==> src/hdl/cfg_pkg.sv <==
// constants for the wake-event and midi configuration register bank
package cfg_pkg;

    // ****************************************
    // register indices and byte addresses
    // ****************************************
    localparam int unsigned ADDR_W          = 12;
    localparam logic [7:0]  IDX_MIDI_HIGH   = 8'h60;
    localparam logic [7:0]  IDX_MIDI_LOW    = 8'h61;
    localparam logic [7:0]  IDX_SLOW_CLOCK  = 8'hF0;
    localparam logic [7:0]  IDX_FLOPPY_RTE  = 8'hF1;
    localparam logic [7:0]  IDX_ROUTE_STAT  = 8'hF8;
    localparam logic [ADDR_W-1:0] ADDR_MIDI_HIGH  = {2'h0, IDX_MIDI_HIGH, 2'h0};
    localparam logic [ADDR_W-1:0] ADDR_MIDI_LOW   = {2'h0, IDX_MIDI_LOW, 2'h0};
    localparam logic [ADDR_W-1:0] ADDR_SLOW_CLOCK = {2'h0, IDX_SLOW_CLOCK, 2'h0};
    localparam logic [ADDR_W-1:0] ADDR_FLOPPY_RTE = {2'h0, IDX_FLOPPY_RTE, 2'h0};
    localparam logic [ADDR_W-1:0] ADDR_ROUTE_STAT = {2'h0, IDX_ROUTE_STAT, 2'h0};

    // ****************************************
    // values after reset
    // ****************************************
    localparam logic [7:0] RST_MIDI_HIGH  = 8'h03;
    localparam logic [7:0] RST_MIDI_LOW   = 8'h30;
    localparam logic [7:0] RST_SLOW_CLOCK = 8'h00;
    localparam logic [7:0] RST_FLOPPY_RTE = 8'h00;

    // ****************************************
    // field positions and masks
    // ****************************************
    localparam int unsigned BIT_CLOCK_ABSENT = 0;
    localparam int unsigned BIT_KEY_WAKE_OFF = 1;
    localparam logic [7:0]  MASK_SLOW_CLOCK  = 8'h03;
    localparam logic [7:0]  MASK_FLOPPY_RTE  = 8'h03;
    localparam logic [7:0]  MASK_MIDI_HIGH   = 8'h0F;
    localparam logic [7:0]  MASK_MIDI_LOW    = 8'hFE;
    localparam int unsigned BIT_STAT_SELECT  = 0;
    localparam int unsigned BIT_STAT_FLOPPY  = 1;
    localparam int unsigned BIT_STAT_DRIVE0  = 2;
    localparam int unsigned BIT_STAT_DRIVE1  = 3;
    localparam int unsigned BIT_STAT_KEYCLK  = 4;

    // ****************************************
    // floppy route field codes
    // ****************************************
    localparam logic [1:0] ROUTE_PORT_MODE  = 2'h0;
    localparam logic [1:0] ROUTE_PIN_DRIVE1 = 2'h1;
    localparam logic [1:0] ROUTE_PIN_BOTH   = 2'h2;
    localparam logic [1:0] ROUTE_RESERVED   = 2'h3;

    // ****************************************
    // bus answers
    // ****************************************
    localparam logic [1:0] RESP_OKAY   = 2'h0;
    localparam logic [1:0] RESP_SLVERR = 2'h2;

endpackage

==> src/hdl/route_if.sv <==
// carrier between the register bank and the floppy route logic
`timescale 1ns/10ps
interface route_if;
    logic [1:0] mode;
    logic       port_mode_floppy;
    logic       select_low;
    logic       floppy_moved;
    logic       drive0_moved;
    logic       drive1_moved;

    modport ctrl  (output mode, port_mode_floppy, select_low,
                   input  floppy_moved, drive0_moved, drive1_moved);
    modport route (input  mode, port_mode_floppy, select_low,
                   output floppy_moved, drive0_moved, drive1_moved);
endinterface

==> src/hdl/floppy_route_logic.sv <==
// floppy controller routing onto the printer port pins
`timescale 1ns/10ps
module floppy_route_logic (
    // clock and reset
    input  wire logic aclk,
    input  wire logic aresetn,
    // route controls and results
    route_if.route    rt
);
    import cfg_pkg::*;

    // ****************************************
    // route decision
    // ****************************************
    logic next_floppy;
    logic next_drive0;
    logic next_drive1;

    always_comb begin
        next_floppy = 1'b0;
        next_drive0 = 1'b0;
        next_drive1 = 1'b0;
        case (rt.mode)
            ROUTE_PORT_MODE: begin
                // select pin not looked at here
                next_floppy = rt.port_mode_floppy;
                next_drive0 = rt.port_mode_floppy;
                next_drive1 = rt.port_mode_floppy;
            end
            ROUTE_PIN_DRIVE1: begin
                next_floppy = rt.select_low;
                next_drive1 = rt.select_low;
            end
            ROUTE_PIN_BOTH: begin
                next_floppy = rt.select_low;
                next_drive0 = rt.select_low;
                next_drive1 = rt.select_low;
            end
            // reserved code keeps the floppy on its own pins
            default: begin
                next_floppy = 1'b0;
            end
        endcase
    end

    always_ff @(posedge aclk) begin
        if (!aresetn) begin
            rt.floppy_moved <= 1'b0;
            rt.drive0_moved <= 1'b0;
            rt.drive1_moved <= 1'b0;
        end else begin
            rt.floppy_moved <= next_floppy;
            rt.drive0_moved <= next_drive0;
            rt.drive1_moved <= next_drive1;
        end
    end
endmodule

==> src/hdl/wake_and_midi_config_regs.sv <==
// register bank for key-wake clock control, floppy routing and midi base address
//
// Contract
// - bit 0 flags the slow clock absent
// - bit 1 set turns key wake logic off
// - key wake off blocks its slow clock
// - field 00: printer mode bits decide, pin ignored
// - field 01: low pin moves drive 1
// - field 10: low pin moves both drives
// - midi base bit 0 and upper nibble zero
//
// The AXI4-Lite interface to the registers is this design's own decision.
`timescale 1ns/10ps
module wake_and_midi_config_regs (
    // clock and reset
    input  wire logic                       aclk,
    input  wire logic                       aresetn,
    // axi4-lite write address
    input  wire logic [cfg_pkg::ADDR_W-1:0] awaddr,
    input  wire logic [2:0]                 awprot,
    input  wire logic                       awvalid,
    output logic                            awready,
    // axi4-lite write data
    input  wire logic [31:0]                wdata,
    input  wire logic [3:0]                 wstrb,
    input  wire logic                       wvalid,
    output logic                            wready,
    // axi4-lite write response
    output logic [1:0]                      bresp,
    output logic                            bvalid,
    input  wire logic                       bready,
    // axi4-lite read address
    input  wire logic [cfg_pkg::ADDR_W-1:0] araddr,
    input  wire logic [2:0]                 arprot,
    input  wire logic                       arvalid,
    output logic                            arready,
    // axi4-lite read data
    output logic [31:0]                     rdata,
    output logic [1:0]                      rresp,
    output logic                            rvalid,
    input  wire logic                       rready,
    // slow clock and key wake
    input  wire logic                       slow_clock_input_pin,
    output logic                            slow_clock_absent,
    output logic                            key_wake_logic_off,
    output logic                            key_wake_clock,
    // floppy routing
    input  wire logic                       floppy_route_select_n,
    input  wire logic                       port_mode_floppy,
    output logic                            floppy_on_printer_port,
    output logic                            drive0_on_printer_port,
    output logic                            drive1_on_printer_port,
    // midi uart base address
    output logic [11:0]                     midi_base_address
);
    import cfg_pkg::*;

    // ****************************************
    // storage
    // ****************************************
    logic [7:0]        midi_high;
    logic [7:0]        midi_low;
    logic [7:0]        slow_clock_reg;
    logic [7:0]        route_reg;
    logic [ADDR_W-1:0] aw_addr;
    logic              aw_held;
    logic [31:0]       w_data;
    logic [3:0]        w_strb;
    logic              w_held;
    logic              do_write;
    logic              wr_mapped;
    logic              rd_mapped;
    logic [31:0]       read_word;
    logic              sel_s1;
    logic              sel_s2;
    logic              sel_s3;
    logic              select_low;
    logic [7:0]        route_status;

    route_if rt ();

    // ****************************************
    // select pin synchroniser
    // ****************************************
    // first stage feeds the second only; change taken when stages two and three agree
    always_ff @(posedge aclk) begin
        if (!aresetn) begin
            sel_s1 <= 1'b1;
            sel_s2 <= 1'b1;
            sel_s3 <= 1'b1;
        end else begin
            sel_s1 <= floppy_route_select_n;
            sel_s2 <= sel_s1;
            sel_s3 <= sel_s2;
        end
    end

    always_ff @(posedge aclk) begin
        if (!aresetn) begin
            select_low <= 1'b0;
        end else if (sel_s2 == sel_s3) begin
            select_low <= ~sel_s3;
        end
    end

    // ****************************************
    // write channel
    // ****************************************
    // address and data may arrive in either order; each is held until both are in
    assign awready  = !aw_held && !bvalid;
    assign wready   = !w_held && !bvalid;
    assign do_write = aw_held && w_held && !bvalid;

    always_ff @(posedge aclk) begin
        if (!aresetn) begin
            aw_held <= 1'b0;
            aw_addr <= '0;
        end else if (awvalid && awready) begin
            aw_held <= 1'b1;
            aw_addr <= awaddr;
        end else if (do_write) begin
            aw_held <= 1'b0;
        end
    end

    always_ff @(posedge aclk) begin
        if (!aresetn) begin
            w_held <= 1'b0;
            w_data <= '0;
            w_strb <= '0;
        end else if (wvalid && wready) begin
            w_held <= 1'b1;
            w_data <= wdata;
            w_strb <= wstrb;
        end else if (do_write) begin
            w_held <= 1'b0;
        end
    end

    always_comb begin
        case (aw_addr)
            ADDR_MIDI_HIGH, ADDR_MIDI_LOW, ADDR_SLOW_CLOCK,
            ADDR_FLOPPY_RTE, ADDR_ROUTE_STAT: wr_mapped = 1'b1;
            default:                          wr_mapped = 1'b0;
        endcase
    end

    always_ff @(posedge aclk) begin
        if (!aresetn) begin
            bvalid <= 1'b0;
            bresp  <= RESP_OKAY;
        end else if (do_write) begin
            bvalid <= 1'b1;
            bresp  <= wr_mapped ? RESP_OKAY : RESP_SLVERR;
        end else if (bready) begin
            bvalid <= 1'b0;
        end
    end

    // ****************************************
    // configuration registers
    // ****************************************
    // only byte lane 0 carries register bits; masks keep reserved bits at zero
    always_ff @(posedge aclk) begin
        if (!aresetn) begin
            slow_clock_reg <= RST_SLOW_CLOCK;
        end else if (do_write && w_strb[0] && aw_addr == ADDR_SLOW_CLOCK) begin
            slow_clock_reg <= w_data[7:0] & MASK_SLOW_CLOCK;
        end
    end

    always_ff @(posedge aclk) begin
        if (!aresetn) begin
            route_reg <= RST_FLOPPY_RTE;
        end else if (do_write && w_strb[0] && aw_addr == ADDR_FLOPPY_RTE) begin
            route_reg <= w_data[7:0] & MASK_FLOPPY_RTE;
        end
    end

    always_ff @(posedge aclk) begin
        if (!aresetn) begin
            midi_high <= RST_MIDI_HIGH;
            midi_low  <= RST_MIDI_LOW;
        end else if (do_write && w_strb[0]) begin
            if (aw_addr == ADDR_MIDI_HIGH) begin
                midi_high <= w_data[7:0] & MASK_MIDI_HIGH;
            end
            if (aw_addr == ADDR_MIDI_LOW) begin
                midi_low <= w_data[7:0] & MASK_MIDI_LOW;
            end
        end
    end

    // ****************************************
    // block outputs
    // ****************************************
    assign slow_clock_absent  = slow_clock_reg[BIT_CLOCK_ABSENT];
    assign key_wake_logic_off = slow_clock_reg[BIT_KEY_WAKE_OFF];
    // plain and-gate; a real chip puts a glitch-free gate cell here
    assign key_wake_clock     = slow_clock_input_pin & ~key_wake_logic_off;
    assign midi_base_address  = {midi_high[3:0], midi_low};

    assign rt.mode             = route_reg[1:0];
    assign rt.port_mode_floppy = port_mode_floppy;
    assign rt.select_low       = select_low;

    floppy_route_logic u_route (
        .aclk    (aclk),
        .aresetn (aresetn),
        .rt      (rt.route)
    );

    assign floppy_on_printer_port = rt.floppy_moved;
    assign drive0_on_printer_port = rt.drive0_moved;
    assign drive1_on_printer_port = rt.drive1_moved;

    always_comb begin
        route_status                  = 8'h00;
        route_status[BIT_STAT_SELECT] = select_low;
        route_status[BIT_STAT_FLOPPY] = rt.floppy_moved;
        route_status[BIT_STAT_DRIVE0] = rt.drive0_moved;
        route_status[BIT_STAT_DRIVE1] = rt.drive1_moved;
        route_status[BIT_STAT_KEYCLK] = ~key_wake_logic_off;
    end

    // ****************************************
    // read channel
    // ****************************************
    assign arready = !rvalid;

    always_comb begin
        read_word = 32'h0000_0000;
        rd_mapped = 1'b1;
        case (araddr)
            ADDR_MIDI_HIGH:  read_word[7:0] = midi_high;
            ADDR_MIDI_LOW:   read_word[7:0] = midi_low;
            ADDR_SLOW_CLOCK: read_word[7:0] = slow_clock_reg;
            ADDR_FLOPPY_RTE: read_word[7:0] = route_reg;
            ADDR_ROUTE_STAT: read_word[7:0] = route_status;
            default:         rd_mapped      = 1'b0;
        endcase
    end

    always_ff @(posedge aclk) begin
        if (!aresetn) begin
            rvalid <= 1'b0;
            rdata  <= 32'h0000_0000;
            rresp  <= RESP_OKAY;
        end else if (arvalid && arready) begin
            rvalid <= 1'b1;
            rdata  <= read_word;
            rresp  <= rd_mapped ? RESP_OKAY : RESP_SLVERR;
        end else if (rready) begin
            rvalid <= 1'b0;
        end
    end
endmodule

==> config.mk <==
export PLATFORM = sky130hd
export DESIGN_NAME = wake_and_midi_config_regs
export DESIGN_NICKNAME = d
export VERILOG_FILES = /design/src/hdl/cfg_pkg.sv /design/src/hdl/route_if.sv /design/src/hdl/floppy_route_logic.sv /design/src/hdl/wake_and_midi_config_regs.sv
export SDC_FILE = /design/constraint.sdc
export NUM_CORES = 1
export LEC_CHECK = 0
export BUFFER_PORTS_ARGS = -buffer_cell sky130_fd_sc_hd__buf_2
export CAP_MARGIN = 20
export CORE_MARGIN = 1.5
export CORE_UTILIZATION = 49
export DETAILED_ROUTE_END_ITERATION = 16
export PLACE_DENSITY = 0.85
export REMOVE_ABC_BUFFERS = 1
export SYNTH_ARGS = -nofsm -noshare
export SYNTH_HDL_FRONTEND = slang
export SYNTH_SLANG_ARGS = --single-unit
==> constraint.sdc <==
create_clock -name aclk -period 4.5 [get_ports aclk]
set_input_delay 0.45 -clock aclk [delete_from_list [all_inputs] [get_ports aclk]]
set_output_delay 0.45 -clock aclk [all_outputs]
set_load 0.02 [all_outputs]
# --- After elaboration in Yosys (flattened, before gate mapping) ---
# Cells that the tools add are included.
op_classes:
  eq_ne: 13
  n_mux: 14
  bitwise_logic: 3
  reduce_logical: 24
ops:
  columns: ["op", "n"]
  rows:
  - ["$eq 12x10->1 const B", 6]
  - ["$eq 12x9->1 const B", 4]
  - ["$pmux 8 s5", 1]
  - ["$logic_and 1x1->1", 10]
  - ["$reduce_or 5->1", 2]
  - ["$mux 1", 9]
  - ["$reduce_bool 2->1", 4]
  - ["$logic_not 1->1", 4]
  - ["$mux 2", 2]
  - ["$pmux 1 s2", 2]
  - ["$reduce_and 2->1", 2]
  - ["$eq 2x1->1 const B", 1]
  - ["$eq 2x2->1 const B", 1]
  - ["$logic_not 2->1", 1]
  - ["$not 1->1", 2]
  - ["$reduce_or 2->1", 1]
  - ["$and 1x1->1", 1]
  - ["$eq 1x1->1", 1]
totals:
  ff_bits: 58
  inputBits: 76
  output_inout_bits: 59
  word_cells: 74

# --- Logic depth before layout (Yosys ltp) ---
logic_depth:
  word_depth: 4
  ltp_mapped: 6

# --- Cells and area by module ---
# From an unflattened synthesis, not the netlist that was laid out.
unflattened:
  hier_cells: 323
  area_unflattened_um2: 2697.6
modules_own_cells:
  columns: ["module", "instances", "cells_each", "area_each_um2", "seq_area_each_um2"]
  rows:
  - ["wake_and_midi_config_regs", 1, 311, 2571.2, 1081.0]
  - ["floppy_route_logic", 1, 12, 126.4, 40.0]

# --- Worst setup path before layout ---
# OpenSTA, ideal clock, no wires.
synth_timing:
  path_kind: "reg2reg"
  start: "register aw_addr[10]"
  end: "register midi_low[6]"
  setup_ps: 132
  arrival_ps: 1861
  t_required_ps: 4368
  slack_ps: 2507
  path_stages_with_launch: 7
  path_buffers: 2
  synth_period_minus_slack_ps: 1993
  cell_sequence: "dfxtp_1 > or4_4 > or4_4 > buf_6 > buf_6 > o31ai_1 > a21oi_1"
synth_between:
  elab_chain_len: 2
synth_rtl:
  columns: ["element", "line_no", "text"]
  rows:
  - ["start, declared", "wake_and_midi_config_regs.sv:65", "logic [ADDR_W-1:0] aw_addr;"]
  - ["start signal, assigned", "wake_and_midi_config_regs.sv:120", "aw_addr <= awaddr;"]
  - ["$eq 12x9->1", "wake_and_midi_config_regs.sv:188", "if (aw_addr == ADDR_MIDI_LOW) begin"]
  - ["$reduce_and 2->1 (no source line)", null, null]
  - ["end signal, assigned", "wake_and_midi_config_regs.sv:189", "midi_low <= w_data[7:0] & MASK_MIDI_LOW;"]
  - ["end, declared", "wake_and_midi_config_regs.sv:62", "logic [7:0] midi_low;"]
# Every way passes these cells.
# A chain may end at the register's enable or synchronous reset.

# --- Final worst setup path ---
layout_timing:
  start: "register aw_addr[3]"
  end: "register midi_low[5]"
# The elaborated chain is that of the path after synthesis.

==> metrics.md <==
| Metric | Value |
|---|---|
| Max Slew Vio Count | `0` |
| Final period utilization | `0.470` |
| Synth Flop Type | `dfxtp_1` |
| DIE AREA | `0.00586 mm2` |
| Cell Rows | `26` |
| Netlist cell types | `47` |
| Critical Path AT | `approximately 2.4 ns` |
| Core area | `a little over 0.005 mm2` |
| Peak VDD IR | `roughly 0.17 mV` |
| Critical path type | `register to register` |
| DRC viols | `0` |
| Max reg flops | `12` |
| Initial antenna violation count | `0` |
| # nets final | `473` |
| Setup Viol. Count Final | `0` |
| Post-CTS sizing | `0` |
| Critical Path End Type | `register` |
| Max Freq | `473 MHz` |
| FFs w/ async S/R, synth | `0` |
| Hold Startpoint | `floppy_route_select_n` |
| FF-to-FF Start | `aw_addr[3]` |
| CTS HTree Levels | `2` |
| Cell area after synthesis | `0.00265 mm2` |
| Post-synth top area share | `0.423` |
| Initial Utilization | `0.513` |
| Cells after Synth | `330` |
| Cts bufs inserted | `5` |
| Max-slew headroom | `0.382` |
| Total global routing overflow | `0` |
| DR vias/cell | `around 5.2` |
| Req. time, crit path | `~4.7 ns` |
| Share of layout cells above drive strength 1 | `0.221` |
| Via count | `about 2400` |
| CTS sink cnt | `between 50 and 60` |
| Final core area utilization | `0.581` |
| Clock Tree Buf Depth | `2` |
| Slew at the pin with the worst max-slew slack | `0.918 ns` |
| Avg Cell Area, Syn | `8.03 um2` |
| GR Util All Layers | `0.203` |
| Wirelength per Cell | `12.5 um` |
| Die width | `76.6 um` |
| Top Registers | `aw_addr (12), rdata (8), w_data (8)` |
| Ranking of synthesized cells by area | `dfxtp_1 42%, nand2_1 8.1%, buf_4 7.9%, a21oi_1 7.7%, o21ai_0 3.0%` |
| Final min period | `2.11 ns` |
| Cell taking the most area after synthesis | `dfxtp_1` |
| Leakage | `1.26 nW` |
| HP Class | `input pin to register` |
| Final Hold Viols | `0` |
| Chip height | `roughly 77 um` |
| Routed Antenna Nets | `0` |
| Post-synthesis sequential area ratio | `0.423` |
| Max-cap violations | `0` |
| RD Place Congestion | `0.958` |
| Worst-path maximum fanout | `6` |
| Cts hold-fix bufs | `0` |
| Worst-Skew Late Latency | `0.30 ns` |
| Final clock skew | `0.00349 ns` |
| CTS root buf | `clkbuf_8` |
| Port Buffers | `74` |
| EDFF count, synth | `0` |
| RSZ-0062 raised after global routing | `no` |
| Total negative slack | `0 ns` |
| Largest Register | `aw_addr` |
| Status | `finished clean` |
| Clock-pin slew on the worst setup and hold paths | `around 0.09 ns` |
| Post-CTS Setup Repair Bufs | `0` |
| Vias in the first global route | `roughly 2100` |
| Pin count of the biggest net entering global routing | `47` |
| Dpl hpwl | `4290 um` |
| Drt first pass iters | `4` |
| First-pass GRT wire length | `9770 um` |
| Final WL | `5790 um` |
| Start point of the critical path | `aw_addr[3]` |
| Pwr Density | `306 mW/mm2` |
| Area growth syn-to-layout | `13.3%` |
| Ant diodes | `0` |
| Yosys warnings | `0` |
| Critical Path Source Type | `register` |
| TritonCTS clock tree | `done` |
| Initial DRC Count | `124` |
| Count of state elements after synthesis | `56` |
| Ports | `135` |
## path summary, 6_finish.rpt
check,depth (start not counted),slack (ns),endpoint
min,2,0.32,sel_s1
max,4,2.39,midi_low[5]
max reg2reg,4,2.39,midi_low[5]
min reg2reg,1,0.42,sel_s2
## kinds of logic after synthesis
group,after synthesis,synth area share
adders and majority gates,3,0.0142
and+or+nand+nor,135,0.258
other,1,0.00141
AOI/OAI and AO/OA,81,0.178
muxes,1,0.00378
DFF,56,0.423
buffers and inverters,52,0.119
xor gates and xnor gates,1,0.00330
## cell usage in the layout, fill, tap and decap left out, types with 2 or more instances in the layout
master,instances
buf_2,74
nand2_1,57
dfxtp_1,56
a21oi_1,41
conb_1,27
o21ai_0,16
nor2_1,14
nand3_1,13
nand2b_1,9
inv_1,7
nand4_1,7
nor3_1,6
nor4_1,6
o31ai_1,5
clkbuf_8,5
and3_1,4
and2_1,3
a22oi_1,3
or4_4,3
a32oi_1,3
ha_1,3
nor2b_1,2
nand3b_1,2
or2_2,2
a21boi_0,2
a311oi_1,2
a31oi_1,2
## per-layer routing
layer / global-route usage / vias up / wire, um
met5: 0 / - / 0
met4: 0.0759 / 0 / 46
met3: 0.0455 / 5 / 477
met2: 0.336 / 102 / 2640
met1: 0.259 / 1076 / 2630
li1: - / 1236 / -
## per-stage QoR
| step | hold WS, ns | cells | instance area (um2) | setup slack [ns] | power [mW] |
|---|---|---|---|---|---|
| after floorplan | 0.386 | 313 | 2470 | 2.55 | 0.624 |
| after global placement | 0.390 | 457 | 2930 | 2.22 | 0.668 |
| after detailed placement | 0.400 | 457 | 2930 | 2.20 | 0.671 |
| after CTS | 0.320 | 464 | 3000 | 2.39 | 0.923 |
| after global routing | 0.313 | 464 | 3000 | 2.22 | 0.961 |
| final | 0.320 | 464 | 3000 | 2.39 | 0.918 |
## cell usage after synthesis, types with 2 or more instances
cell type	number
dfxtp_1	56
a21boi_0	2
and3_1	4
a31oi_1	2
a22oi_1	3
a21oi_1	41
o21ai_0	16
nor4_1	6
nor3_1	6
nand2b_1	9
nand2_1	57
and2_1	3
o31ai_1	5
nand4_1	7
inv_1	7
nor2_1	14
ha_1	3
buf_4	28
buf_6	2
clkbuf_1	11
a311oi_1	2
buf_1	2
nand3b_1	2
or4_4	3
or2_2	2
nand3_1	13
nor2b_1	2
a32oi_1	3
## cell type report
cell class | count | area, um2
clock buffers | 6 | 72.6
clock inverters | 1 | 5.00
fillers | 494 | 2170
inverters | 9 | 33.8
multi-input cells | 248 | 1310
flip-flops and latches | 56 | 1120
well taps | 70 | 87.6
repair buffers | 74 | 370
## worst max-delay path: stages, from the launching register on
cell and delay (ns):
dfxtp_1 0.32, or4bb_1 0.59, nor4_1 0.79, a31oi_1 0.16
o21ai_0 0.18
## power by group
group | switching (mW) | internal (mW)
sequential | 0.0144 | 0.514
combinational | 0.0910 | 0.0410
clock | 0.151 | 0.106
(Power assumes the default switching activity.)
